$ cat config.mk
export PLATFORM = sky130hd
export DESIGN_NAME = csc_regs
export DESIGN_NICKNAME = d
export VERILOG_FILES = /design/src/core/csc_regs.v
export VERILOG_INCLUDE_DIRS = /design/src /design/src/core
export SDC_FILE = /design/constraint.sdc
export NUM_CORES = 1
export LEC_CHECK = 0
export ABC_CLOCK_PERIOD_IN_PS = 1200
export BUFFER_PORTS_ARGS = -buffer_cell sky130_fd_sc_hd__clkbuf_2
export CAP_MARGIN = 20
export CORE_ASPECT_RATIO = 1.2
export CORE_MARGIN = 10
export CORE_UTILIZATION = 35
export CTS_CLUSTER_DIAMETER = 50
export CTS_CLUSTER_SIZE = 40
export DETAILED_ROUTE_END_ITERATION = 10
export PLACE_DENSITY = 0.8
export SLEW_MARGIN = 20
export SYNTH_ARGS = -nofsm -noshare
export SYNTH_HDL_FRONTEND = slang
export SYNTH_SLANG_ARGS = --single-unit
$ cat constraint.sdc
create_clock -name ref_clk -period 1.2 [get_ports ref_clk]
set_input_delay 0.18 -clock ref_clk [delete_from_list [all_inputs] [get_ports ref_clk]]
set_output_delay 0.18 -clock ref_clk [all_outputs]
set_load 0.1 [all_outputs]
$ cat src/core/csc_consts.vh
`ifndef CSC_CONSTS_VH
`define CSC_CONSTS_VH
`define CSC_OFF_EVENT 8'h80
`define CSC_OFF_MASK 8'h84
`define CSC_OFF_PRESENT 8'h88
`define CSC_OFF_FORCE 8'h8C
`define CSC_BIT_INT 15
`define CSC_BIT_WAKE_SUM 14
`define CSC_BIT_WAKE 4
`define CSC_MAIN_BIT_A 0
`define CSC_MAIN_BIT_B 1
`define CSC_PS_D0 2'h0
`define CSC_RST_BIT 1'b0
`define CSC_RST_WORD 32'h00000000
`endif

$ cat src/core/csc_regs.v
`timescale 1ns/1ps
`include "csc_consts.vh"
module csc_regs #(
  parameter ADDR_W = 8
) (
  input wire ref_clk,
  input wire resetn,
  input wire ce,
  input wire func_rst,
  input wire acc_req,
  input wire acc_mem,
  input wire acc_wr,
  input wire [ADDR_W-1:0] acc_addr,
  input wire [31:0] acc_wdata,
  output reg [31:0] acc_rdata,
  output reg acc_ack,
  input wire status_changed_option,
  input wire [1:0] main_status_bits,
  input wire [1:0] power_state,
  input wire wake_event,
  input wire pme_status_clr,
  input wire pme_status,
  input wire pme_enable,
  output reg int_n,
  output reg wake_out,
  output wire regs_valid
);

  // Power-up reset is resetn; func_rst is the hardware/software reset
  reg armed_reg;
  reg armed_next;
  reg ev_int_reg;
  reg ev_int_next;
  reg ev_wake_reg;
  reg ev_wake_next;
  reg mk_int_reg;
  reg mk_int_next;
  reg mk_sum_reg;
  reg mk_sum_next;
  reg mk_wake_reg;
  reg mk_wake_next;
  reg ps_int_reg;
  reg ps_int_next;
  reg ps_wake_reg;
  reg ps_wake_next;
  reg [31:0] rdata_next;
  reg int_n_next;
  reg wake_next;

  wire mem_acc;
  wire wr_acc;
  wire rd_acc;
  wire hit_event;
  wire hit_mask;
  wire hit_present;
  wire hit_force;
  wire wr_event;
  wire wr_mask;
  wire int_pending;
  wire ev_wake_clr;
  wire valid;

  assign mem_acc = acc_req & acc_mem;
  assign wr_acc = mem_acc & acc_wr;
  assign rd_acc = mem_acc & ~acc_wr;

  assign hit_event = (acc_addr == `CSC_OFF_EVENT);
  assign hit_mask = (acc_addr == `CSC_OFF_MASK);
  assign hit_present = (acc_addr == `CSC_OFF_PRESENT);
  assign hit_force = (acc_addr == `CSC_OFF_FORCE);

  assign wr_event = wr_acc & hit_event;
  assign wr_mask = wr_acc & hit_mask;

  // Pending interrupt from the main status bits, only in D0
  assign int_pending = (main_status_bits[`CSC_MAIN_BIT_A] |
                        main_status_bits[`CSC_MAIN_BIT_B]) &
                       (power_state == `CSC_PS_D0);

  // Either a write-one or the status clear removes the wake event
  assign ev_wake_clr = (wr_event & acc_wdata[`CSC_BIT_WAKE]) |
                       pme_status_clr;

  assign valid = status_changed_option & armed_reg;
  assign regs_valid = valid;

  always @* begin
    armed_next = armed_reg;
    if (wr_event | wr_mask) begin
      armed_next = 1'b1;
    end
  end

  always @* begin
    ev_int_next = ev_int_reg;
    if (wr_event & acc_wdata[`CSC_BIT_INT]) begin
      ev_int_next = 1'b0;
    end
    if (func_rst) begin
      ev_int_next = `CSC_RST_BIT;
    end
    // Set wins so an interrupt in the clearing cycle is kept
    if (int_pending) begin
      ev_int_next = 1'b1;
    end
  end

  always @* begin
    ev_wake_next = ev_wake_reg;
    // Hardware and software reset deliberately leave this bit alone
    if (ev_wake_clr) begin
      ev_wake_next = 1'b0;
    end
    if (wake_event) begin
      ev_wake_next = 1'b1;
    end
  end

  always @* begin
    mk_int_next = mk_int_reg;
    mk_sum_next = mk_sum_reg;
    mk_wake_next = mk_wake_reg;
    // Plain write: a clear-only mask could never be enabled
    if (wr_mask) begin
      mk_int_next = acc_wdata[`CSC_BIT_INT];
      mk_sum_next = acc_wdata[`CSC_BIT_WAKE_SUM];
      mk_wake_next = acc_wdata[`CSC_BIT_WAKE];
    end
    // Wake enables survive func_rst
    if (func_rst) begin
      mk_int_next = `CSC_RST_BIT;
    end
  end

  always @* begin
    ps_int_next = int_pending &
                  (mk_int_reg | ~status_changed_option);
  end

  always @* begin
    ps_wake_next = ps_wake_reg;
    if (ev_wake_clr) begin
      ps_wake_next = 1'b0;
    end
    if (wake_event) begin
      ps_wake_next = 1'b1;
    end
  end

  always @* begin
    if (valid) begin
      int_n_next = ~(int_pending & mk_int_reg);
    end else begin
      int_n_next = ~int_pending;
    end
  end

  always @* begin
    // Power-management path is outside the mask; software clears its enable
    wake_next = pme_enable & pme_status;
    if (valid & mk_sum_reg & mk_wake_reg & ev_wake_reg) begin
      wake_next = 1'b1;
    end
  end

  always @* begin
    // Reserved bits and the write-only force register read as zero
    rdata_next = `CSC_RST_WORD;
    if (hit_event) begin
      rdata_next[`CSC_BIT_INT] = ev_int_reg;
      rdata_next[`CSC_BIT_WAKE] = ev_wake_reg;
    end
    if (hit_mask) begin
      rdata_next[`CSC_BIT_INT] = mk_int_reg;
      rdata_next[`CSC_BIT_WAKE_SUM] = mk_sum_reg;
      rdata_next[`CSC_BIT_WAKE] = mk_wake_reg;
    end
    if (hit_present) begin
      rdata_next[`CSC_BIT_INT] = ps_int_reg;
      rdata_next[`CSC_BIT_WAKE] = ps_wake_reg;
    end
    if (hit_force) begin
      rdata_next = `CSC_RST_WORD;
    end
  end

  // Writes to the present-state offset are ignored; ps_wake_reg is cleared only through ev_wake_clr or the resetn power-up reset
  always @(posedge ref_clk or negedge resetn) begin
    if (!resetn) begin
      ps_int_reg <= `CSC_RST_BIT;
      ps_wake_reg <= `CSC_RST_BIT;
    end else if (ce) begin
      ps_int_reg <= ps_int_next;
      ps_wake_reg <= ps_wake_next;
    end
  end

  always @(posedge ref_clk or negedge resetn) begin
    if (!resetn) begin
      armed_reg <= `CSC_RST_BIT;
      ev_int_reg <= `CSC_RST_BIT;
      ev_wake_reg <= `CSC_RST_BIT;
    end else if (ce) begin
      armed_reg <= armed_next;
      ev_int_reg <= ev_int_next;
      ev_wake_reg <= ev_wake_next;
    end
  end

  always @(posedge ref_clk or negedge resetn) begin
    if (!resetn) begin
      mk_int_reg <= `CSC_RST_BIT;
      mk_sum_reg <= `CSC_RST_BIT;
      mk_wake_reg <= `CSC_RST_BIT;
    end else if (ce) begin
      mk_int_reg <= mk_int_next;
      mk_sum_reg <= mk_sum_next;
      mk_wake_reg <= mk_wake_next;
    end
  end

  always @(posedge ref_clk or negedge resetn) begin
    if (!resetn) begin
      int_n <= 1'b1;
      wake_out <= 1'b0;
    end else if (ce) begin
      int_n <= int_n_next;
      wake_out <= wake_next;
    end
  end

  // I/O-space accesses get no answer at all
  always @(posedge ref_clk or negedge resetn) begin
    if (!resetn) begin
      acc_ack <= 1'b0;
      acc_rdata <= `CSC_RST_WORD;
    end else if (ce) begin
      acc_ack <= mem_acc;
      if (rd_acc) begin
        acc_rdata <= rdata_next;
      end
    end
  end

endmodule // csc_regs

# After elaboration in Yosys (flattened, before gate mapping)
# Index checks and enable logic that the tools add are counted.
# word_totals
reg_bits,42
in_bits,56
output_inout_bits,36
wordCells,64
# op_classes
eq_ne,4
n_mux,16
bitwise,23
n_reduce_logical,10
# ops
operator,n
"equality test 8 bit, second input constant",4
2-to-1 mux 16 bit,1
AND 1 bit,15
2-to-1 mux 1 bit,14
AND reduction 2 bit,6
inverter 1 bit,4
bitwise OR 1 bit,4
nonzero test 2 bit,2
nonzero test 3 bit,1
zero test 2 bit,1
2-to-1 mux 2 bit,1

# Longest topological paths before layout
# Gate-level depths: netlist of the first run.
# depth
word_depth,7
mapped_depth,4
depth_no_buf,3

# Worst setup path after synthesis of the first run
# Ideal clock, no wire load.
# synth_path
path_kind,input -> register
from,input port acc_addr[1]
to,register ev_wake_reg
setup_ns,0.122
arrival_ns,1.457
required_ns,1.078
slack_ns,-0.378
stages,3
n_path_buf,0
path_cell_list,or4_4 or4_1 a32o_1
# synth_between
elab_chain_cells,6
# synth_lines
element,line_no,source
"start, declared",csc_regs.v:13,"input wire [ADDR_W-1:0] acc_addr,"
equality test 8 bit (no source line),--,
AND 1 bit,csc_regs.v:72,assign wr_event = wr_acc & hit_event;
AND 1 bit,csc_regs.v:81,assign ev_wake_clr = (wr_event & acc_wdata[`CSC_BIT_WAKE]) |
bitwise OR 1 bit,csc_regs.v:81,
nonzero test 2 bit (no source line),--,
AND reduction 2 bit (no source line),--,
"end signal, assigned",csc_regs.v:202,ev_wake_reg <= `CSC_RST_BIT;
"end signal, assigned",csc_regs.v:206,ev_wake_reg <= ev_wake_next;
"end, declared",csc_regs.v:34,reg ev_wake_reg;
# No other way between the ends.
# A chain may end at the register's enable or synchronous reset.

# Final worst setup path of the first run
# layout_path
from,input port acc_addr[3]
to,register ev_wake_reg
# The elaborated chain is that of the path after synthesis.

==> flow_metrics.tcl, run 1 <==
set metrics [dict create \
    status "finished, violations left" \
    failing_checks "negative setup slack" \
    final-instance-count-excl-fill 171 \
    grt_first_pass_wirelength_mm 3.77 \
    clock_tree.root_cell "clkbuf_4" \
    grt_start_max_net_pins 14 \
    cts_tree "yes" \
    largest_reg_flops 3 \
    dr.first_iter.drc_count 6 \
    largest_reg_by_ff_count "acc_rdata" \
    layout_commonest_cell "conb_1" \
    layer_carrying_the_most_global_route_usage "met2" \
    gpl.final_weighted_congestion 0.944 \
    yosysWarnings 0 \
    layout_common_cells "conb_1 (29), clkbuf_2 (25), dfrtp_1 (10), nand2_1 (8)" \
    critical-path-slowest-cell "or4bb_1" \
    layout-area-overhead-vs-synth_pct 38.9 \
    syn_area_per_cell_um2 9.47 \
    setup_repair_after_global_routing_missed_its_margin "yes" \
    antenna_cells 0 \
    critical_path_cell_by_cell "buf_6, or4bb_1, or4_4, a32o_1" \
    timing.final.max_slew_violations 0 \
    setup_viol_count_final 6 \
    slowest_delay_ps 510 \
    place_hpwl_mm 2.16 \
    initial_antenna_violation_count 0 \
    floorplan.die_area_mm2 0.00501 \
    drtAntennaViolNets 0 \
    global_route.overflow_total 0 \
    htree_levels 1 \
    met2_usage_in_global_routing 0.180 \
    number_of_different_library_cells_in_the_post_synthesis_netlist 32 \
    fin_worst_skew_ps 0.520 \
    timing.setup.critical_path_class "input pin to register" \
    design.final.nets 195 \
    clkSlewWorstSetupHoldPaths_ps 80 \
    port_buffers 33 \
    core_mm2 0.00250 \
    fp.dieH_um 75.5 \
    worst_slack_ps -161 \
    final_design_area_no_fill_mm2 0.00125 \
    route.detailed.vias_per_inst 4.34 \
    worstSetupStartpointType "input pin" \
    critical_path_arrival_ps 1530 \
    final-hold-violation-count 0 \
    grt_util_all_layers 0.0995 \
    synthCells 95 \
    total_clock_sinks 13 \
    clock_latency_ps 270 \
    dpl_cell_area_mm2 0.00117 \
    holdCritPathClass "input pin to register" \
    routed-via-count 742 \
    firstDrtPassIters 4 \
    worstSetupEndpointType "register" \
    gr-usage-met1 0.0932 \
    grt_util_met3 0.0441 \
    post_synth_instance_area_um2 900 \
    post_route_cells_drive_above_1_share 0.420 \
    critPathMaxFanout 2 \
    timing.final.crit_period_ps 1360 \
    clock_buffer_count_from_cts 3 \
    power.density_cell_area_mw_per_mm2 1120 \
    worst_ir_drop_vdd_uv 669 \
    place.detailed.instances 165 \
    fp.dieW_um 66.3 \
    synth_seq_area_share 0.363 \
    min_period_over_period 1.13 \
    rows 20 \
    cp_top_family "simple AND/OR/NAND/NOR gates" \
    synth_seq_cells 13 \
    maxClockFrequency_mhz 734 \
    routed_wirelength_mm 2.51 \
    drt-wirelength-per-cell_um 14.7 \
    cts_max_path_buffers 2 \
    first_global_vias 841 \
    worst-path-buf-inv 1 \
    floorplan.initialDensity 0.360 \
    pin_count 92 \
    data_required_time_of_the_worst_path_ps 1370 \
    p_leak_nw 0.620 \
    maxCapViolCount 0 \
    route.detailed.drc 0 \
]
## cells in the mapped netlist
| cell | n | area [µm²] |
|---|---|---|
| a22o_1 | 2 | 17.5 |
| a31oi_1 | 1 | 6.26 |
| a32o_1 | 1 | 10.0 |
| and2_1 | 1 | 6.26 |
| buf_4 | 30 | 225 |
| clkbuf_1 | 1 | 3.75 |
| conb_1 | 1 | 3.75 |
| dfrtp_1 | 12 | 300 |
| dfstp_2 | 1 | 26.3 |
| inv_1 | 5 | 18.8 |
| mux2_2 | 2 | 22.5 |
| mux2i_1 | 2 | 20.0 |
| nand2_1 | 8 | 30.0 |
| nand2b_1 | 1 | 6.26 |
| nand3_1 | 1 | 5.00 |
| nand3b_1 | 3 | 22.5 |
| nand4_1 | 1 | 6.26 |
| nand4b_1 | 1 | 8.76 |
| nor2_1 | 2 | 7.51 |
| nor2b_1 | 2 | 12.5 |
| nor3_1 | 1 | 5.00 |
| nor4_1 | 1 | 6.26 |
| nor4_4 | 1 | 21.3 |
| o211ai_1 | 1 | 7.51 |
| o21ai_0 | 4 | 20.0 |
| o22a_1 | 1 | 8.76 |
| o22ai_1 | 1 | 6.26 |
| o41ai_1 | 2 | 17.5 |
| or2_2 | 1 | 6.26 |
| or4_1 | 1 | 7.51 |
| or4_4 | 1 | 11.3 |
| or4bb_1 | 2 | 22.5 |
## tightest hold or removal path, delay by kind of cell
kind	cells	cell delay, ps
AOI/OAI and AO/OA	1	70
buffers and inverters	1	80
and+or+nand+nor	1	50
## where the power goes
part,switching [W],internal [W]
combinational,0.000545,0.000111
clock,0.000144,0.000129
sequential,0.0000153,0.000457
total,0.000705,0.000697
## kinds of logic (layout without fill, tap and decap cells)
logic type | count (synthesis) | count (layout) | share of synthesized area
buffers and inverters | 36 | 51 | 0.275
and+or+nand+nor | 28 | 28 | 0.206
AOI/OAI and AO/OA | 13 | 13 | 0.104
DFF | 13 | 13 | 0.363
muxes | 4 | 4 | 0.0473
other | 1 | 29 | 0.00417
## metrics by stage
step	TNS, ps	hold WS [ps]	utilization	total power, W	worst slack (ps)
after floorplan	-1110	-116	-	0.00107	-377
after global placement	-2210	86.6	0.467	0.00111	-404
after detailed placement	-2500	102	0.467	0.00112	-479
after CTS	-390	123	0.487	0.00141	-154
after global routing	-503	114	0.500	0.00148	-165
final	-375	130	0.500	0.00140	-161
## final cells by class
| type | count | area, µm² |
|---|---|---|
| clock buffer | 4 | 26.3 |
| fill | 244 | 1250 |
| inverter | 5 | 18.8 |
| multi-input combinational | 74 | 484 |
| sequential | 13 | 329 |
| tap | 33 | 41.3 |
| timing repair buffer | 42 | 350 |
## final timing paths
kind	start	end	slack, ps	cells after the start
worst min register to register	armed_reg	armed_reg	500	2
worst max-delay path	acc_addr[3]	ev_wake_reg	-160	4
worst min-delay path	pme_status	wake_out	130	3
worst max register to register	mk_int_reg	acc_rdata[15]	210	3
max in group asynchronous	resetn	int_n	570	2
min in group asynchronous	resetn	acc_rdata[15]	340	2
## routing by layer
metal	share of wire	vias up
met2	0.52	39
met1	0.34	340
met5	0	-
met3	0.11	6
met4	0.022	0
li1	-	357
## what timing repair did
| action | CTS | global route |
|---|---|---|
| pin swaps | 2 | 0 |
| buffers inserted | 1 | 0 |
| hold buffers | 1 | 0 |
| hold endpoints to repair | 12 | 0 |
| endpoints found under the setup margin | 6 | 10 |
| resized for setup | 2 | 5 |
(Power assumes the default switching activity.)
==> run 2: changes to the inputs <==
CELL_PAD_IN_SITES_DETAIL_PLACEMENT = 0   (was unset)
CELL_PAD_IN_SITES_GLOBAL_PLACEMENT = 1   (was unset)
CORE_UTILIZATION = 23   (was 35)
PLACE_DENSITY = unset   (was 0.8)
PLACE_DENSITY_LB_ADDON = 0.1   (was unset)
==> flow_metrics.tcl, run 2 (synthesis results as in run 1) <==
set metrics [dict create \
    status "finished, violations left" \
    failing_checks "negative setup slack" \
    rows 24 \
    p_leak_nw 0.634 \
    dr.first_iter.drc_count 30 \
    routed-via-count 737 \
    switching_power_w 0.000723 \
    layout_common_cells "conb_1 (29), clkbuf_2 (25), dfrtp_1 (10), buf_4 (10), nand2_1 (8)" \
    layout_commonest_cell "conb_1" \
    totalPowerFinal_w 0.00153 \
    antenna_cells 0 \
    clock_tree.root_cell "clkbuf_8" \
    initial_antenna_violation_count 0 \
    drtAntennaViolNets 0 \
    dpl_cell_area_mm2 0.00121 \
    clock_buffer_count_from_cts 3 \
    dp_worst_setup_slack_ps -427 \
    final_design_area_no_fill_mm2 0.00128 \
    total_clock_sinks 13 \
    route.detailed.vias_per_inst 3.84 \
    seqPwrFrac 0.309 \
    worst-r2r-cell-count 3 \
    floorplan.die_area_mm2 0.00682 \
    power_report.internal_total_w 0.000810 \
    cp-startpoint "acc_addr[4]" \
    worst_slack_ps -163 \
    share_comb_of_total_power 0.430 \
    grt_util_all_layers 0.0828 \
    tns_ps -454 \
    fp.dieW_um 77.1 \
    setup_repair_after_global_routing_missed_its_margin "yes" \
    post-route-util 0.348 \
    whs_endpoint "ev_wake_reg" \
    global_route.overflow_total 0 \
    postCtsSetupRepairBufs 0 \
    grt_start_max_net_pins 14 \
    port_buffers 33 \
    layout-area-overhead-vs-synth_pct 42.7 \
    maxClockFrequency_mhz 734 \
    worst_ir_drop_vdd_uv 562 \
    final-hold-violation-count 0 \
    place_hpwl_mm 2.39 \
    htree_levels 1 \
    holdCritStartpoint "wake_event" \
    worstSetupStartpointType "input pin" \
    holdCritPathClass "input pin to register" \
    cts_tree "yes" \
    timing.final.max_slew_violations 0 \
    gpl.final_weighted_congestion 0.717 \
    fp.dieH_um 88.5 \
    post_route_cells_drive_above_1_share 0.414 \
    regToRegEndpoint "acc_rdata[15]" \
    first_global_vias 891 \
    worstSetupEndpointType "register" \
    route.detailed.drc 0 \
    floorplan.initialDensity 0.244 \
    pin_count 92 \
    timing.final.crit_period_ps 1360 \
    clock_latency_ps 240 \
    drt-wirelength-per-cell_um 14.3 \
    setup_viol_count_final 4 \
    whs_path_depth 2 \
    largest_reg_by_ff_count "acc_rdata" \
    grt_first_pass_wirelength_mm 4.41 \
    timing.setup.critical_path_class "input pin to register" \
    cts_max_path_buffers 2 \
    critical_path.reg2reg.startpoint "mk_int_reg" \
    clkSlewWorstSetupHoldPaths_ps 60 \
    maxCapViolCount 0 \
    routed_wirelength_mm 2.75 \
    fin_worst_skew_ps 4.56 \
    data_required_time_of_the_worst_path_ps 1340 \
    regToRegSetupSlack_ps 210 \
    design.final.nets 197 \
    power.switching_fraction 0.472 \
    largest_reg_flops 3 \
    firstDrtPassIters 4 \
    share_clk_of_total_power 0.261 \
    core_mm2 0.00369 \
    critPathMaxFanout 5 \
    critical_path_arrival_ps 1500 \
    power.density_cell_area_mw_per_mm2 1190 \
    min_period_over_period 1.14 \
]
==> run 2: critical path: stages <==
cell	delay [ps]
clkbuf_2	80
or4_4	580
or4_1	410
a32o_1	250
==> run 2: what timing repair did <==
item | in CTS | in global routing
pin swaps | 2 | 2
resized for setup | 0 | 3
hold buffers | 1 | 0
setup endpoints to repair | 5 | 7
endpoints found under the hold margin | 12 | 0
==> run 2: power groups by stage <==
stage / sequential, W / clock [W] / combinational (W)
after global routing: 0.000476 / 0.000442 / 0.000688
after CTS: 0.000474 / 0.000412 / 0.000655
final: 0.000474 / 0.000400 / 0.000659
after floorplan: 0.000532 / 0 / 0.000539
after global placement: 0.000481 / 0 / 0.000651
after detailed placement: 0.000482 / 0 / 0.000651
==> run 2: how the worst max path moves through the flow <==
stage                       end  slack (ps)  depth (start not counted)
finish              ev_wake_reg        -160                          4
global placement    ev_wake_reg        -410                          4
global route        ev_wake_reg        -190                          4
floorplan           ev_wake_reg        -380                          4
detailed placement  ev_wake_reg        -430                          4
CTS                 ev_wake_reg        -160                          4
==> run 2: layout make-up <==
cell class | count | area (µm²)
clock buffer | 4 | 45.0
fill | 393 | 2410
timing repair buffer | 44 | 362
tap | 52 | 65.1
sequential | 13 | 329
inverter | 5 | 18.8
multi-input combinational | 74 | 464
==> run 2: per-layer routing <==
metal  up-vias  share of wire  GRT usage
li1        362              -          -
met1       337           0.39     0.0844
met2        32           0.53      0.150
met3         6          0.048     0.0152
met4         0          0.029     0.0631
met5         -              0          0
==> run 2: per-stage QoR <==
stage / std cells / hold slack (ps)
final: 192 / 161
after global routing: 192 / 164
after CTS: 192 / 160
after detailed placement: 187 / 110
after global placement: 187 / 117
after floorplan: 123 / -116
